## config.mk

```make
export PLATFORM = sky130hd
export DESIGN_NAME = tmr_regbank
export DESIGN_NICKNAME = d
export VERILOG_FILES = /design/src/common/tmr_pkg.sv /design/src/hw/tmr_regbank.sv
export SDC_FILE = /design/constraint.sdc
export NUM_CORES = 1
export LEC_CHECK = 0
export BUFFER_PORTS_ARGS = -buffer_cell sky130_fd_sc_hd__buf_2
export CORE_MARGIN = 3
export CORE_UTILIZATION = 45
export DETAILED_ROUTE_END_ITERATION = 8
export HOLD_SLACK_MARGIN = 0.15
export PLACE_DENSITY = 0.8
export RECOVER_POWER = 100
export SYNTH_ARGS = -nofsm -noshare
export SYNTH_HDL_FRONTEND = slang
export SYNTH_SLANG_ARGS = --single-unit
```

## constraint.sdc

```tcl
create_clock -name clk -period 3.2 [get_ports clk]
set_input_delay 0.16 -clock clk [delete_from_list [all_inputs] [get_ports clk]]
set_output_delay 0.16 -clock clk [all_outputs]
set_load 0.005 [all_outputs]
```

## src/common/tmr_pkg.sv

```systemverilog
// Purpose: shared constants and carrier types for the temperature register bank
// Assumes: byte-wide register port presented by the serial-bus protocol engine
// Notes: mirrored addresses share one storage element

package tmr_pkg;

   localparam int TMR_NUM_RW = 15;

   // byte addresses of read-only data, status and trigger registers
   localparam logic [7:0] TMR_INT_TEMP_INT = 8'h00;
   localparam logic [7:0] TMR_INT_TEMP_INT_M = 8'h38;
   localparam logic [7:0] TMR_EXT_TEMP_INT = 8'h01;
   localparam logic [7:0] TMR_EXT_TEMP_INT_M = 8'h3a;
   localparam logic [7:0] TMR_INT_TEMP_FRAC = 8'h29;
   localparam logic [7:0] TMR_INT_TEMP_FRAC_M = 8'h39;
   localparam logic [7:0] TMR_EXT_TEMP_FRAC = 8'h10;
   localparam logic [7:0] TMR_EXT_TEMP_FRAC_M = 8'h3b;
   localparam logic [7:0] TMR_CHAN_STATUS_A = 8'h02;
   localparam logic [7:0] TMR_MAIN_STATUS = 8'h34;
   localparam logic [7:0] TMR_HIGH_FLAGS = 8'h35;
   localparam logic [7:0] TMR_LOW_FLAGS = 8'h36;
   localparam logic [7:0] TMR_FAULT_FLAGS = 8'h1b;
   localparam logic [7:0] TMR_SINGLE_UPDATE = 8'h0f;

   // fractional data uses only the top three bits; the rest read as zero
   localparam logic [7:0] TMR_FRAC_MASK = 8'he0;
   localparam logic [7:0] TMR_ZERO = 8'h00;

   // index of each read-write register inside the storage array
   localparam int TMR_I_CONFIG = 0;
   localparam int TMR_I_RATE = 1;
   localparam int TMR_I_INT_HI = 2;
   localparam int TMR_I_INT_LO = 3;
   localparam int TMR_I_EXT_HI = 4;
   localparam int TMR_I_EXT_LO = 5;
   localparam int TMR_I_EXT_HI_FRAC = 6;
   localparam int TMR_I_EXT_LO_FRAC = 7;
   localparam int TMR_I_EXT_CRIT = 8;
   localparam int TMR_I_INT_CRIT = 9;
   localparam int TMR_I_HYST = 10;
   localparam int TMR_I_REPEAT = 11;
   localparam int TMR_I_BETA = 12;
   localparam int TMR_I_IDEAL = 13;
   localparam int TMR_I_CHAN_MASK = 14;

   // primary address, mirror address (same as primary when none), reset value
   localparam logic [7:0] TMR_RW_ADDR_A [TMR_NUM_RW] = '{
      8'h09, 8'h0a, 8'h0b, 8'h0c, 8'h0d, 8'h0e, 8'h13, 8'h14,
      8'h19, 8'h20, 8'h21, 8'h22, 8'h25, 8'h27, 8'h1f};
   localparam logic [7:0] TMR_RW_ADDR_B [TMR_NUM_RW] = '{
      8'h03, 8'h04, 8'h05, 8'h06, 8'h07, 8'h08, 8'h13, 8'h14,
      8'h19, 8'h20, 8'h21, 8'h22, 8'h25, 8'h27, 8'h1f};
   localparam logic [7:0] TMR_RW_RESET [TMR_NUM_RW] = '{
      8'h00, 8'h06, 8'h55, 8'h80, 8'h55, 8'h80, 8'h00, 8'h00,
      8'h64, 8'h64, 8'h0a, 8'h70, 8'h10, 8'h12, 8'h00};

   // measurement results delivered by the conversion engine
   typedef struct packed {
      logic [7:0] int_temp_int;
      logic [7:0] int_temp_frac;
      logic [7:0] ext_temp_int;
      logic [7:0] ext_temp_frac;
   } tmr_meas_t;

   // hardware events that set sticky flags
   typedef struct packed {
      logic [7:0] main_set;
      logic [7:0] high_set;
      logic [7:0] low_set;
      logic [7:0] fault_set;
   } tmr_event_t;

   // settings handed to the measurement and limit logic
   typedef struct packed {
      logic [7:0] general_config;
      logic [7:0] update_rate;
      logic [7:0] internal_high_limit;
      logic [7:0] internal_low_limit;
      logic [7:0] external_high_limit_int;
      logic [7:0] external_low_limit_int;
      logic [7:0] external_high_limit_frac;
      logic [7:0] external_low_limit_frac;
      logic [7:0] external_critical_limit;
      logic [7:0] internal_critical_limit;
      logic [7:0] critical_hysteresis;
      logic [7:0] repeat_count_control;
      logic [7:0] external_beta_config;
      logic [7:0] external_ideality;
      logic [7:0] channel_mask;
   } tmr_cfg_t;

endpackage : tmr_pkg

```

## src/hw/tmr_regbank.sv

```systemverilog
// Purpose: temperature monitor register bank behind the serial-bus register port
// Assumes: protocol engine gives one-cycle read and write strobes with a byte address
// Notes: read data is registered and valid one cycle after the read strobe
// Function
// - every register is reached by its byte address through the serial-bus register port
// - unused bits and unmapped addresses always read back as zero
// - internal integer temperature, read-only at 00h and 38h, resets zero
// - external integer temperature, read-only at 01h and 3Ah, resets zero
// - channel status readable at 02h and at 34h, resets zero
// - general configuration read-write at 03h and 09h, shared, resets zero
// - update rate read-write at 0Ah and 04h, resets 06h
// - internal low limit at 06h/0Ch resets 80h; internal high at 05h/0Bh
// - external high limit integer at 07h/0Dh, resets 55h
// - external low limit integer at 0Eh/08h, resets 80h
// - any write to 0Fh starts one single measurement update
// - external limit fractional bytes at 13h and 14h reset zero
// - critical limits at 19h external and 20h internal reset 64h
// - external fault flags at 1Bh, reset zero, cleared by reading
// - one hysteresis register at 21h, reset 0Ah, for all critical limits
// - repeat count control at 22h resets 70h, sets alert persistence
// - external beta settings read-write at 25h, reset 10h
// - external ideality read-write at 27h, reset 12h
// - internal fraction at 29h/39h, external fraction at 10h, read-only
// - main status at 34h collects channel flags and clears on read
// - high flags at 35h, low flags at 36h, reset zero, clear on read
// - reading an integer byte freezes that channel's fraction for later read

`timescale 1ns/1ps

module tmr_regbank
   import tmr_pkg::*;
(
   input wire logic clk, // 10 MHz device clock
   input wire logic arst_n, // asynchronous reset, active low
   input wire logic [7:0] reg_addr, // register byte address from bus engine
   input wire logic reg_wr, // one-cycle write strobe
   input wire logic [7:0] reg_wdata, // write data byte
   input wire logic reg_rd, // one-cycle read strobe
   output logic [7:0] reg_rdata, // read data, valid cycle after reg_rd
   input wire logic meas_valid, // one-cycle strobe: new results present
   input wire tmr_pkg::tmr_meas_t meas, // new measurement results
   input wire tmr_pkg::tmr_event_t events, // flag set pulses, level per bit
   output tmr_pkg::tmr_cfg_t cfg, // current settings
   output logic single_update // one-cycle pulse starting a single update
);
   import tmr_pkg::*;

   logic [7:0] rw_q [TMR_NUM_RW];
   logic [7:0] rdata_q;
   logic [7:0] rdata_d;
   logic oneshot_q;
   tmr_meas_t data_q;
   logic [7:0] int_frac_shadow_q;
   logic [7:0] ext_frac_shadow_q;
   logic [7:0] main_q;
   logic [7:0] high_q;
   logic [7:0] low_q;
   logic [7:0] fault_q;

   // address decode for the read-only, read-to-clear and trigger locations
   wire rd_int_int = reg_rd && (reg_addr == TMR_INT_TEMP_INT || reg_addr == TMR_INT_TEMP_INT_M);
   wire rd_ext_int = reg_rd && (reg_addr == TMR_EXT_TEMP_INT || reg_addr == TMR_EXT_TEMP_INT_M);
   wire rd_main = reg_rd && (reg_addr == TMR_MAIN_STATUS || reg_addr == TMR_CHAN_STATUS_A);
   wire rd_high = reg_rd && (reg_addr == TMR_HIGH_FLAGS);
   wire rd_low = reg_rd && (reg_addr == TMR_LOW_FLAGS);
   wire rd_fault = reg_rd && (reg_addr == TMR_FAULT_FLAGS);
   wire wr_oneshot = reg_wr && (reg_addr == TMR_SINGLE_UPDATE);

   // read-write storage: both addresses of a pair hit one flop set
   genvar gi;
   generate
      for (gi = 0; gi < TMR_NUM_RW; gi++)
      begin : g_rw
         wire hit_w = reg_wr && (reg_addr == TMR_RW_ADDR_A[gi]
                                 || reg_addr == TMR_RW_ADDR_B[gi]);
         always_ff @(posedge clk or negedge arst_n)
         begin
            if (!arst_n)
               rw_q[gi] <= TMR_RW_RESET[gi];
            else if (hit_w)
               rw_q[gi] <= reg_wdata;
         end
      end
   endgenerate

   // settings out to the measurement side
   assign cfg.general_config = rw_q[TMR_I_CONFIG];
   assign cfg.update_rate = rw_q[TMR_I_RATE];
   assign cfg.internal_high_limit = rw_q[TMR_I_INT_HI];
   assign cfg.internal_low_limit = rw_q[TMR_I_INT_LO];
   assign cfg.external_high_limit_int = rw_q[TMR_I_EXT_HI];
   assign cfg.external_low_limit_int = rw_q[TMR_I_EXT_LO];
   assign cfg.external_high_limit_frac = rw_q[TMR_I_EXT_HI_FRAC];
   assign cfg.external_low_limit_frac = rw_q[TMR_I_EXT_LO_FRAC];
   assign cfg.external_critical_limit = rw_q[TMR_I_EXT_CRIT];
   assign cfg.internal_critical_limit = rw_q[TMR_I_INT_CRIT];
   assign cfg.critical_hysteresis = rw_q[TMR_I_HYST];
   assign cfg.repeat_count_control = rw_q[TMR_I_REPEAT];
   assign cfg.external_beta_config = rw_q[TMR_I_BETA];
   assign cfg.external_ideality = rw_q[TMR_I_IDEAL];
   assign cfg.channel_mask = rw_q[TMR_I_CHAN_MASK];

   // one-shot trigger: the written value is not stored, any value fires
   always_ff @(posedge clk or negedge arst_n)
   begin
      if (!arst_n)
         oneshot_q <= 1'b0;
      else
         oneshot_q <= wr_oneshot;
   end
   assign single_update = oneshot_q;

   // measurement results; unused fraction bits are dropped here once
   always_ff @(posedge clk or negedge arst_n)
   begin
      if (!arst_n)
         data_q <= '0;
      else if (meas_valid)
      begin
         data_q.int_temp_int <= meas.int_temp_int;
         data_q.ext_temp_int <= meas.ext_temp_int;
         data_q.int_temp_frac <= meas.int_temp_frac & TMR_FRAC_MASK;
         data_q.ext_temp_frac <= meas.ext_temp_frac & TMR_FRAC_MASK;
      end
   end

   // fraction shadows: frozen on an integer read so a pair stays coherent
   // even when a new result lands between the two host reads
   always_ff @(posedge clk or negedge arst_n)
   begin
      if (!arst_n)
      begin
         int_frac_shadow_q <= TMR_ZERO;
         ext_frac_shadow_q <= TMR_ZERO;
      end
      else
      begin
         if (rd_int_int)
            int_frac_shadow_q <= data_q.int_temp_frac;
         if (rd_ext_int)
            ext_frac_shadow_q <= data_q.ext_temp_frac;
      end
   end

   // sticky flags: a set arriving with the clearing read survives
   always_ff @(posedge clk or negedge arst_n)
   begin
      if (!arst_n)
      begin
         main_q <= TMR_ZERO;
         high_q <= TMR_ZERO;
         low_q <= TMR_ZERO;
         fault_q <= TMR_ZERO;
      end
      else
      begin
         main_q <= (rd_main ? TMR_ZERO : main_q) | events.main_set;
         high_q <= (rd_high ? TMR_ZERO : high_q) | events.high_set;
         low_q <= (rd_low ? TMR_ZERO : low_q) | events.low_set;
         fault_q <= (rd_fault ? TMR_ZERO : fault_q) | events.fault_set;
      end
   end

   // read mux; anything not decoded returns zero
   always_comb
   begin
      rdata_d = TMR_ZERO;
      if (reg_addr == TMR_INT_TEMP_INT || reg_addr == TMR_INT_TEMP_INT_M)
         rdata_d = data_q.int_temp_int;
      else if (reg_addr == TMR_EXT_TEMP_INT || reg_addr == TMR_EXT_TEMP_INT_M)
         rdata_d = data_q.ext_temp_int;
      else if (reg_addr == TMR_INT_TEMP_FRAC || reg_addr == TMR_INT_TEMP_FRAC_M)
         rdata_d = int_frac_shadow_q;
      else if (reg_addr == TMR_EXT_TEMP_FRAC || reg_addr == TMR_EXT_TEMP_FRAC_M)
         rdata_d = ext_frac_shadow_q;
      else if (reg_addr == TMR_MAIN_STATUS || reg_addr == TMR_CHAN_STATUS_A)
         rdata_d = main_q;
      else if (reg_addr == TMR_HIGH_FLAGS)
         rdata_d = high_q;
      else if (reg_addr == TMR_LOW_FLAGS)
         rdata_d = low_q;
      else if (reg_addr == TMR_FAULT_FLAGS)
         rdata_d = fault_q;
      else
      begin
         for (int i = 0; i < TMR_NUM_RW; i++)
         begin
            if (reg_addr == TMR_RW_ADDR_A[i] || reg_addr == TMR_RW_ADDR_B[i])
               rdata_d = rw_q[i];
         end
      end
   end

   // read data holds until the next read strobe
   always_ff @(posedge clk or negedge arst_n)
   begin
      if (!arst_n)
         rdata_q <= TMR_ZERO;
      else if (reg_rd)
         rdata_q <= rdata_d;
   end
   assign reg_rdata = rdata_q;

endmodule : tmr_regbank

```

* Word level (Yosys, flattened, before mapping)
Index checks and enable logic that the tools add are counted.
** Operators by class
- Multiplexer cells :: 27
- Equality and inequality tests :: 34
- Bitwise gates (word level) :: 4
- Reduce and logical (&&, ||, !) cells :: 34
** Operator list (number)
- 8-bit two-way mux :: 27
- 8-bit by 6-bit equality test with 1-bit output, second input constant :: 13
- 8-bit by 4-bit equality test with 1-bit output, second input constant :: 8
- 8-bit by 5-bit equality test with 1-bit output, second input constant :: 6
- 8-bit by 3-bit equality test with 1-bit output, second input constant :: 4
- 8-bit bitwise OR :: 4
- 1-bit logical AND :: 22
- 8-bit by 2-bit equality test with 1-bit output, second input constant :: 2
- 1-bit logical OR :: 11
- 8-bit by 1-bit equality test with 1-bit output, second input constant :: 1
- 8-bit logical NOT :: 1
** Word-level totals
- Output and inout port bits :: 129
- Input bits :: 85
- Logic and storage cells :: 126
- Bits in registers :: 189

* Depth between registers and ports, before layout
Gate-level depths: netlist of the first run.
- Word-level depth :: 25
- Mapped depth :: 10
- Depth with buffers taken out :: 7

* Worst setup path before layout of the first run
No wires, ideal clock.
- Path type :: input port to flip-flop
- Start point :: in reg_addr[5]
- End point :: reg rdata_q[3], in the netlist reg_rdata[3]
- Arrival time :: 1.772 ns
- Data required time :: 3.081 ns
- Cell stages on the path :: 7
- Slack :: 1.310 ns
- Buffers on the path :: 1
- Setup time :: 0.119 ns
- Path through :: or4b_1 -> buf_6 -> or3_4 -> a21oi_4 -> nor2_2 -> a31oi_1 -> a21bo_1
** Between the ends
- Cells in the longest elaborated chain, start to end :: 25
- Elaborated cells between the ends (all ways) :: 68
- Classes of those cells :: eq/ne (33); mux (23); reduce/logical (12)
** Ends and longest elaborated chain
- from (decl) :: RTL line tmr_regbank.sv:35 : input wire logic [7:0] reg_addr,
- 8-bit by 4-bit equality test with 1-bit output or 8-bit by 2-bit equality test with 1-bit output (tied branches) :: RTL line tmr_regbank.sv:188 : if (reg_addr == TMR_RW_ADDR_A[i] || reg_addr == TMR_RW_ADDR_B[i])
- 1-bit logical OR :: RTL line tmr_regbank.sv:188
- 8-bit two-way mux (15 in a row) :: RTL line tmr_regbank.sv:188
- 8-bit two-way mux :: RTL line tmr_regbank.sv:182 : else if (reg_addr == TMR_FAULT_FLAGS)
- 8-bit two-way mux :: RTL line tmr_regbank.sv:180 : else if (reg_addr == TMR_LOW_FLAGS)
- 8-bit two-way mux :: RTL line tmr_regbank.sv:178 : else if (reg_addr == TMR_HIGH_FLAGS)
- 8-bit two-way mux :: RTL line tmr_regbank.sv:176 : else if (reg_addr == TMR_MAIN_STATUS || reg_addr == TMR_CHAN_STATUS_A)
- 8-bit two-way mux :: RTL line tmr_regbank.sv:174 : else if (reg_addr == TMR_EXT_TEMP_FRAC || reg_addr == TMR_EXT_TEMP_FRAC_M)
- 8-bit two-way mux :: RTL line tmr_regbank.sv:172 : else if (reg_addr == TMR_INT_TEMP_FRAC || reg_addr == TMR_INT_TEMP_FRAC_M)
- 8-bit two-way mux :: RTL line tmr_regbank.sv:170 : else if (reg_addr == TMR_EXT_TEMP_INT || reg_addr == TMR_EXT_TEMP_INT_M)
- 8-bit two-way mux * :: RTL line tmr_regbank.sv:168 : if (reg_addr == TMR_INT_TEMP_INT || reg_addr == TMR_INT_TEMP_INT_M)
- to (signal assigned) :: RTL line tmr_regbank.sv:200 : rdata_q <= rdata_d;
- to (decl) :: RTL line tmr_regbank.sv:49 : logic [7:0] rdata_q;
Mark *: on every way between the ends. The rest lies on a longest branch, timed or not.
A chain may end at the register's enable or synchronous reset.

* Worst setup path in the final report of the first run
- Start point :: in reg_addr[7]
- End point :: reg rdata_q[7], in the netlist reg_rdata[7]
Same word-level chain as after synthesis.

==> results.json, run 1 <==
{
  "period_needed_ns": 2.72,
  "p_switching_mw": 1.48,
  "synth_edf_count": 0,
  "rsz0062_at_grt": "false",
  "grt_start_max_net_pins": 81,
  "swShare_pct": 27.1,
  "die_area_um2": 22300,
  "place_congestion": 0.925,
  "drt_first_iter_violations": 924,
  "clk_latency_ns": 0.44,
  "cp.required_ns": 3.52,
  "status": "complete, but fails checks",
  "worst_hold_slack_ns": 0.186,
  "synth_flop_cell": "dfrtp_1",
  "io_buffers": 203,
  "cts_sinks": 189,
  "coreArea_um2": 19800,
  "r2r_start": "cfg[15]$_DFFE_PN0P_",
  "cp_slowest_stage_delay_ns": 1.19,
  "clock-root-buffer": "clkbuf_16",
  "antenna_found_initial": 2,
  "critPathMostFrequentCell": "a21oi_1",
  "post-dp-hpwl_um": 21100,
  "nFillCells": 1634,
  "power_frac_seq_pct": 48.9,
  "maxSlewHeadroom_pct": -34.5,
  "pwr-share-comb_pct": 12.0,
  "ys_async_sr_fraction_pct": 100,
  "synth_seq_cells": 189,
  "area_delta_synth_final_pct": 24.7,
  "max_freq_mhz": 367,
  "clockPowerShare_pct": 39.1,
  "holdCritStartpoint": "reg_wr",
  "synthCells": 785,
  "slew_violations": 92,
  "ant_nets": 0,
  "cts_buffers": 17,
  "violations": "max-capacitance violations, max-slew violations",
  "final_cell_mix": "dfrtp_1, mux2_2, buf_2",
  "io_pins": 214,
  "path_class": "in2reg",
  "layout_commonest_cell": "dfrtp_1",
  "reg2reg_depth": 7,
  "initial_core_util_pct": 46.6,
  "drt-vias-per-instance": 6.06,
  "syn_nets": 870,
  "nets": 1120,
  "crit_path_end_kind": "register",
  "wl_per_cell_um": 23.0,
  "stdcell_count": 1315,
  "postLayoutCoreUtil_pct": 58.2,
  "hold_depth": 3,
  "clock_path_buffers": 2,
  "synthesis.area_um2": 9260,
  "drive_gt1_share_pct": 32.4,
  "r2r_slack_ns": 1.20,
  "max_cap_violations": 2,
  "hold_viol": 0,
  "p_int_mw": 3.98,
  "hold_path_class": "in2reg",
  "drt-pass1-iter-count": 6,
  "min_to": "single_update$_DFF_PN0_",
  "synth_cell_type_count": 79,
  "final-setup-viol-count": 0,
  "setup_tns_ns": 0,
  "grt_pass1_wl_um": 46200,
  "vias": 7970,
  "tightest_slew_ns": 2.02,
  "die_y_um": 149,
  "critical_path.slowest_cell": "nor3_1",
  "reg2reg_to": "reg_rdata[7]$_DFFE_PN0P_",
  "ys_warn_count": 0,
  "worstPathMaxFanout": 12,
  "grtUsageTotal_pct": 27.0,
  "synth-seq-area-share_pct": 51.5,
  "drc": 0,
  "cts.clk_slew.worst_paths_ns": 0.07,
  "cts_tree": "built",
  "syn_area_per_cell_um2": 11.8,
  "worst_setup_path_start_kind": "input port",
  "htree_levels": 4,
  "dp.cells": 1224,
  "path_cells": "buf_2 > or4b_4 > nor3_1 > a211oi_1 > a21oi_1 > a21oi_1 > a221oi_1 > o21ai_0",
  "routed_wl_um": 30300,
  "grt_pass1_vias": 7955,
  "p_leak_nw": 5.15,
  "overflow": 0,
  "rows": 51,
  "min_period_over_period_pct": 85.1,
  "die_width_um": 149,
  "skew_ns": 0.00966,
  "ir_worst_vdd_v": 0.000326,
  "arrival_ns": 3.04,
  "power.density_nw_per_um2": 473
}
-- critical path, delay by kind of cell --
| kind | cells | cell delay, ns |
|---|---|---|
| AO/OA/AOI/OAI | 5 | 0.97 |
| buffers and inverters | 1 | 0.16 |
| AND/OR/NAND/NOR | 2 | 1.76 |
-- how the worst max path moves through the flow --
stage | start | end | cells after the start
after floorplan | reg_addr[5] | reg_rdata[3]$_DFFE_PN0P_ | 7
after global placement | reg_addr[2] | reg_rdata[4]$_DFFE_PN0P_ | 8
after detailed placement | reg_addr[2] | reg_rdata[4]$_DFFE_PN0P_ | 8
after CTS | reg_addr[2] | reg_rdata[4]$_DFFE_PN0P_ | 8
after global routing | reg_addr[7] | reg_rdata[7]$_DFFE_PN0P_ | 8
final | reg_addr[7] | reg_rdata[7]$_DFFE_PN0P_ | 8
-- kinds of logic (layout without fill, tap and decap cells) --
group | count (synthesis) | after routing | share of synthesized area [%]
compound gates | 191 | 191 | 15.1
mux | 157 | 157 | 19.0
simple gates | 191 | 191 | 11.6
xor+xnor | 1 | 1 | 0.0947
other cells | 0 | 2 | 0
buf+inv | 56 | 319 | 2.72
flops | 189 | 189 | 51.5
-- synthesized netlist by cell type, types with 18 or more instances --
cell type	count	share of area [%]
a21oi_1	28	1.5
nand2_1	50	2.0
a21o_1	33	2.7
dfstp_2	26	7.4
mux2_2	149	18
nand3_1	18	0.97
nor2_1	40	1.6
dfrtp_1	163	44
o21ai_0	24	1.3
clkbuf_1	20	0.81
buf_2	21	1.1
-- flip-flops by register name, indices dropped and copies added (netlist names) --
signal and flops:
reg_rdata 8, single_update 1, cfg 120, high_q 8
int_frac_shadow_q 3, fault_q 8, data_q 22, main_q 8
low_q 8, ext_frac_shadow_q 3
-- what timing repair did --
action / in CTS / in global routing
buffers inserted: 0 / 0
endpoints found under the hold margin: 133 / 0
hold buffers: 57 / 0
gates resized for setup: 0 / 0
-- per-layer routing --
layer  GRT usage [%]  vias up  share of wire [%]
li1                -     3452                  -
met1            36.4     3908                 40
met2            41.2      511                 46
met3            7.48       99                 10
met4            11.1        0                4.5
met5               0        -                  0
-- metrics by stage --
| stage | total power, mW | area (um^2) | setup slack, ns |
|---|---|---|---|
| floorplan | 2.98 | 9260 | 1.31 |
| global placement | 3.31 | 10600 | 0.700 |
| detailed placement | 3.33 | 10600 | 0.602 |
| CTS | 5.48 | 11700 | 1.06 |
| global route | 5.65 | 11500 | 0.439 |
| finish | 5.46 | 11500 | 0.478 |
-- power by group through the flow --
stage / registers (mW) / clock network [mW] / logic, mW
5_1_grt: 2.68 / 2.26 / 0.712
3_5_place_dp: 2.71 / 0 / 0.615
6_report: 2.67 / 2.14 / 0.654
3_3_place_gp: 2.71 / 0 / 0.605
2_1_floorplan: 2.69 / 0 / 0.292
4_1_cts: 2.67 / 2.14 / 0.674
-- final cells by class --
type	instances	area, um^2	area share [%]
flip-flops and latches	189	4760	41.3
diodes	2	5.00	0.0434
well taps	265	332	2.87
inverters	10	37.5	0.325
multi-input cells	540	4190	36.3
clock inverters	14	154	1.33
repair buffers	277	1630	14.1
clock buffers	18	439	3.80
(Power assumes the default switching activity.)
==> run 2: changes to the inputs <==
Settings changed: PLACE_DENSITY 0.8 to 0.7.
==> run 2 against run 1 <==
Against the previous run: the run still ends with max-capacitance violations, max-slew violations left; cell count barely moved; worst hold slack better by 0.0041 ns; die area is the same; cell area is 0.18% higher; clock-buffer cell count fell by 1; maximum frequency increased by 0.44%; first-iteration DRC count is 23% lower; wire length down 2.5%; via count is 0.66% lower; critical path depth shrank 2; flip-flop and latch count unchanged; largest cell class unchanged.
==> results.json, run 2 (synthesized netlist as in run 1, its figures left out) <==
{
  "status": "complete, but fails checks",
  "violations": "max-capacitance violations, max-slew violations",
  "area_delta_synth_final_pct": 24.9,
  "power.density_nw_per_um2": 477,
  "hold_path_class": "in2reg",
  "maxSlewHeadroom_pct": -33.0,
  "cp_slowest_stage_delay_ns": 0.84,
  "tightest_slew_ns": 2.00,
  "reg2reg_to": "reg_rdata[7]$_DFFE_PN0P_",
  "r2r_start": "cfg[15]$_DFFE_PN0P_",
  "critical_path.slowest_cell": "nor3_1",
  "cts_sinks": 189,
  "hold_depth": 3,
  "setup_tns_ns": 0,
  "clk_latency_ns": 0.44,
  "initial_core_util_pct": 46.6,
  "nFillCells": 1693,
  "drt-pass1-iter-count": 5,
  "max_cap_violations": 1,
  "cts.clk_slew.worst_paths_ns": 0.07,
  "routed_wl_um": 29500,
  "r2r_slack_ns": 0.99,
  "die_width_um": 149,
  "largest_reg_flops": 120,
  "final_area_um2": 11600,
  "cts_tree": "built",
  "clock_path_buffers": 2,
  "place_congestion": 0.868,
  "worst_setup_path_start_kind": "input port",
  "min_period_over_period_pct": 84.7,
  "rows": 51,
  "grt_pass1_vias": 7891,
  "cp.required_ns": 3.52,
  "post_dp_cell_area_um2": 10600,
  "layout_commonest_cell": "dfrtp_1",
  "path_cells": "clkbuf_1 > buf_4 > nand2b_1 > nor3_1 > nand2_1 > mux2_2",
  "reg2reg_depth": 7,
  "wl_per_cell_um": 22.4,
  "final-setup-viol-count": 0,
  "overflow": 0,
  "drive_gt1_share_pct": 35.2,
  "skew_ns": 0.00706,
  "drc": 0,
  "worstPathMaxFanout": 19,
  "p_leak_nw": 5.28,
  "grt_start_max_net_pins": 80,
  "rsz0062_at_grt": "false",
  "post-dp-hpwl_um": 21100,
  "min_to": "cfg[89]$_DFFE_PN0P_",
  "grtUsageTotal_pct": 26.6,
  "final_cell_mix": "dfrtp_1, buf_2, mux2_2",
  "drt-vias-per-instance": 6.02,
  "power.total_mw": 5.52,
  "max_freq_mhz": 369,
  "path_class": "in2reg",
  "ir_worst_vdd_v": 0.000374,
  "cts_hold_buf": 56,
  "htree_levels": 4,
  "arrival_ns": 3.03,
  "vias": 7917,
  "die_area_um2": 22300,
  "io_pins": 214,
  "io_buffers": 203,
  "die_y_um": 149,
  "nets": 1122,
  "coreArea_um2": 19800,
  "stdcell_count": 1316,
  "grt_pass1_wl_um": 45800,
  "clock-root-buffer": "clkbuf_16",
  "ant_nets": 0,
  "cts_buffers": 17,
  "slew_violations": 79,
  "path_buf_inv": 2,
  "postLayoutCoreUtil_pct": 58.3,
  "antenna_found_initial": 1,
  "cp_top_family": "simple AND/OR/NAND/NOR gates",
  "hold_viol": 0,
  "drt_first_iter_violations": 708,
  "cts_resized": 0,
  "period_needed_ns": 2.71,
  "postCtsSetupRepairBufs": 0,
  "crit_path_end_kind": "register",
  "holdCritStartpoint": "reg_wdata[1]",
  "dp.cells": 1227
}
## run 2: layer usage
layer	up-vias	track usage, %	routed length, um
met5	-	0	0
met2	357	42.9	14200
met1	4017	36.4	12400
met4	0	9.24	839
met3	66	4.94	2080
li1	3477	-	-
## run 2: per-stage QoR
| step | hold slack (ns) | worst slack, ns |
|---|---|---|
| 2_1_floorplan | -0.136 | 1.31 |
| 5_1_grt | 0.240 | 0.376 |
| 6_report | 0.190 | 0.490 |
| 3_5_place_dp | 0.253 | 0.490 |
| 4_1_cts | 0.162 | 0.949 |
| 3_3_place_gp | 0.258 | 0.606 |
## run 2: worst max path at each step
stage | from | end | slack (ns) | cells past startpoint
detailed placement | reg_addr[3] | reg_rdata[4]$_DFFE_PN0P_ | 0.49 | 8
CTS | reg_addr[3] | reg_rdata[4]$_DFFE_PN0P_ | 0.95 | 8
global route | reg_addr[7] | cfg[24]$_DFFE_PN0P_ | 0.38 | 6
global placement | reg_addr[3] | reg_rdata[3]$_DFFE_PN0P_ | 0.61 | 8
floorplan | reg_addr[5] | reg_rdata[3]$_DFFE_PN0P_ | 1.31 | 7
finish | reg_addr[0] | cfg[22]$_DFFE_PN0P_ | 0.49 | 6
## run 2: worst register-to-register path, cell delays in order, from the launching register on
cell and delay [ns]:
dfrtp_1 0.43, mux2_2 0.28, nand4_1 0.09, o211ai_1 0.14
a2111oi_0 0.60, a21oi_1 0.20, a221oi_1 0.25, o21ai_0 0.10
## run 2: layout make-up
cell class	instances	area (um^2)	share of cell area, %
inverters	10	37.5	0.325
repair buffers	279	1660	14.3
diodes	1	2.50	0.0216
well taps	265	332	2.87
clock inverters	15	178	1.54
flip-flops and latches	189	4760	41.2
clock buffers	17	425	3.68
multi-input cells	540	4170	36.1
## run 2: power breakdown
group          switching (mW)  internal (mW)  total [mW]
Clock                    1.02           1.18        2.20
Combinational           0.336          0.310       0.646
Sequential              0.131           2.54        2.67
Total                    1.49           4.03        5.52
==> run 3: changes to the inputs <==
Clock period 3.2 ns to 2.5 ns, I/O delays scaled along.
==> run 3 against run 2 <==
Against the previous run: the run now ends clean; clock skew about the same; via count increased by 0.61%; wire length increased by 0.40%; setup slack got worse by 0.27 ns; sequential power increased by 28%; non-clock buffer count increased by 24; clock power increased by 21%; register-to-register slack got worse by 0.59 ns; clock-buffer cell count unchanged; critical endpoint is now reg_rdata[6]$_DFFE_PN0P_; largest cell class unchanged.
==> results.json, run 3 (synthesized netlist as in run 1, its figures left out) <==
{
  "status": "complete, no violations",
  "final_cell_mix": "dfrtp_1, buf_2, mux2_2",
  "drive_gt1_share_pct": 37.2,
  "cts_hold_buf": 57,
  "die_y_um": 149,
  "setup_slack_ns": 0.224,
  "p_switching_mw": 1.94,
  "coreArea_um2": 19800,
  "skew_ns": 0.00661,
  "pwr-share-comb_pct": 12.2,
  "final-setup-viol-count": 0,
  "die_width_um": 149,
  "clock-root-buffer": "clkbuf_16",
  "setup_tns_ns": 0,
  "area_delta_synth_final_pct": 26.9,
  "routed_wl_um": 29600,
  "min_period_over_period_pct": 91.0,
  "post-dp-hpwl_um": 21400,
  "period_needed_ns": 2.28,
  "hold_depth": 3,
  "grt_pass1_vias": 8039,
  "r2r_start": "cfg[15]$_DFFE_PN0P_",
  "die_area_um2": 22300,
  "rsz0062_at_grt": "false",
  "wl_per_cell_um": 22.1,
  "drt_first_iter_violations": 898,
  "hold_path_class": "in2reg",
  "arrival_ns": 2.64,
  "r2r_slack_ns": 0.40,
  "power_frac_seq_pct": 49.3,
  "reg2reg_depth": 7,
  "drc": 0,
  "drt-pass1-iter-count": 6,
  "grtUsageTotal_pct": 27.0,
  "grt_pass1_wl_um": 46400,
  "power.density_nw_per_um2": 590,
  "ir_worst_vdd_v": 0.000446,
  "io_buffers": 203,
  "reg2reg_to": "reg_rdata[7]$_DFFE_PN0P_",
  "min_to": "data_q[26]$_DFFE_PN0P_",
  "cts_resized": 0,
  "clk_latency_ns": 0.44,
  "place_congestion": 0.936,
  "clockPowerShare_pct": 38.5,
  "nets": 1146,
  "max_freq_mhz": 439,
  "antenna_found_initial": 3,
  "crit_path_end_kind": "register",
  "path_class": "in2reg",
  "slew_violations": 0,
  "largest_reg_flops": 120,
  "p_leak_nw": 5.38,
  "tightest_slew_ns": 1.12,
  "rows": 51,
  "grt_start_max_net_pins": 77,
  "layout_commonest_cell": "dfrtp_1",
  "worstPathMaxFanout": 19,
  "nFillCells": 1699,
  "initial_core_util_pct": 46.6,
  "p_int_mw": 4.99,
  "worst_setup_path_start_kind": "input port",
  "vias": 7965,
  "swShare_pct": 28.0,
  "postCtsSetupRepairBufs": 0,
  "clock_path_buffers": 2,
  "cts_tree": "built",
  "cts_sinks": 189,
  "place_ws_ns": 0.146,
  "drt-vias-per-instance": 5.93,
  "overflow": 0,
  "ant_nets": 0,
  "cp.required_ns": 2.87,
  "cts.clk_slew.worst_paths_ns": 0.08,
  "hold_viol": 0,
  "maxSlewHeadroom_pct": 25.2,
  "io_pins": 214,
  "htree_levels": 4,
  "max_cap_violations": 0,
  "cts_buffers": 17,
  "holdCritStartpoint": "meas_valid"
}
-- run 3: per-stage QoR --
step	instance area, um^2	power (mW)	hold WS [ns]	cells	utilization [%]
6_report	11700	6.93	0.183	1343	59.2
3_5_place_dp	10700	4.28	0.208	1250	54.1
5_1_grt	11700	7.19	0.193	1342	59.2
3_3_place_gp	10700	4.26	0.212	1250	54.1
4_1_cts	11900	6.99	0.167	1339	59.9
2_1_floorplan	9260	3.81	-0.171	785	-
-- run 3: per-layer routing --
layer	vias to the layer above	global-route usage, %	part of all wire [%]	routed length, um
met3	50	4.48	7.8	2330
met2	391	43.7	49	14400
met4	0	8.65	2.5	731
met5	-	0	0	0
li1	3508	-	-	-
met1	4016	37.4	41	12200
-- run 3: worst max-delay path, cell delays in order --
cell and delay [ns]:
clkbuf_1 0.19, nor4_2 0.24, clkbuf_1 0.70, o2111a_1 0.29
a221oi_1 0.05, a211oi_1 0.46, o221a_2 0.31, o21ai_0 0.12
a21oi_1 0.15
-- run 3: cell type report --
| cell class | count | area, um^2 | area share [%] |
|---|---|---|---|
| clock inverters | 15 | 156 | 1.33 |
| inverters | 10 | 37.5 | 0.320 |
| clock buffers | 17 | 425 | 3.62 |
| repair buffers | 303 | 1820 | 15.5 |
| multi-input cells | 540 | 4200 | 35.7 |
| diodes | 4 | 10.0 | 0.0852 |
| well taps | 265 | 332 | 2.82 |
| flip-flops and latches | 189 | 4760 | 40.6 |
-- run 3: worst max path at each step --
stage | slack (ns) | end | cells past startpoint | startpoint
finish | 0.22 | reg_rdata[6]$_DFFE_PN0P_ | 9 | reg_addr[7]
global route | 0.15 | reg_rdata[6]$_DFFE_PN0P_ | 9 | reg_addr[7]
CTS | 0.39 | reg_rdata[7]$_DFFE_PN0P_ | 7 | cfg[15]$_DFFE_PN0P_
detailed placement | 0.15 | reg_rdata[6]$_DFFE_PN0P_ | 9 | reg_addr[2]
global placement | 0.17 | reg_rdata[6]$_DFFE_PN0P_ | 9 | reg_addr[2]
floorplan | 0.64 | reg_rdata[3]$_DFFE_PN0P_ | 7 | reg_addr[5]
-- run 3: power groups by stage --
stage / Sequential, mW / Combinational (mW) / Clock [mW]
global route: 3.44 / 0.924 / 2.82
detailed placement: 3.49 / 0.791 / 0
floorplan: 3.44 / 0.374 / 0
global placement: 3.48 / 0.775 / 0
CTS: 3.43 / 0.862 / 2.70
finish: 3.42 / 0.844 / 2.67
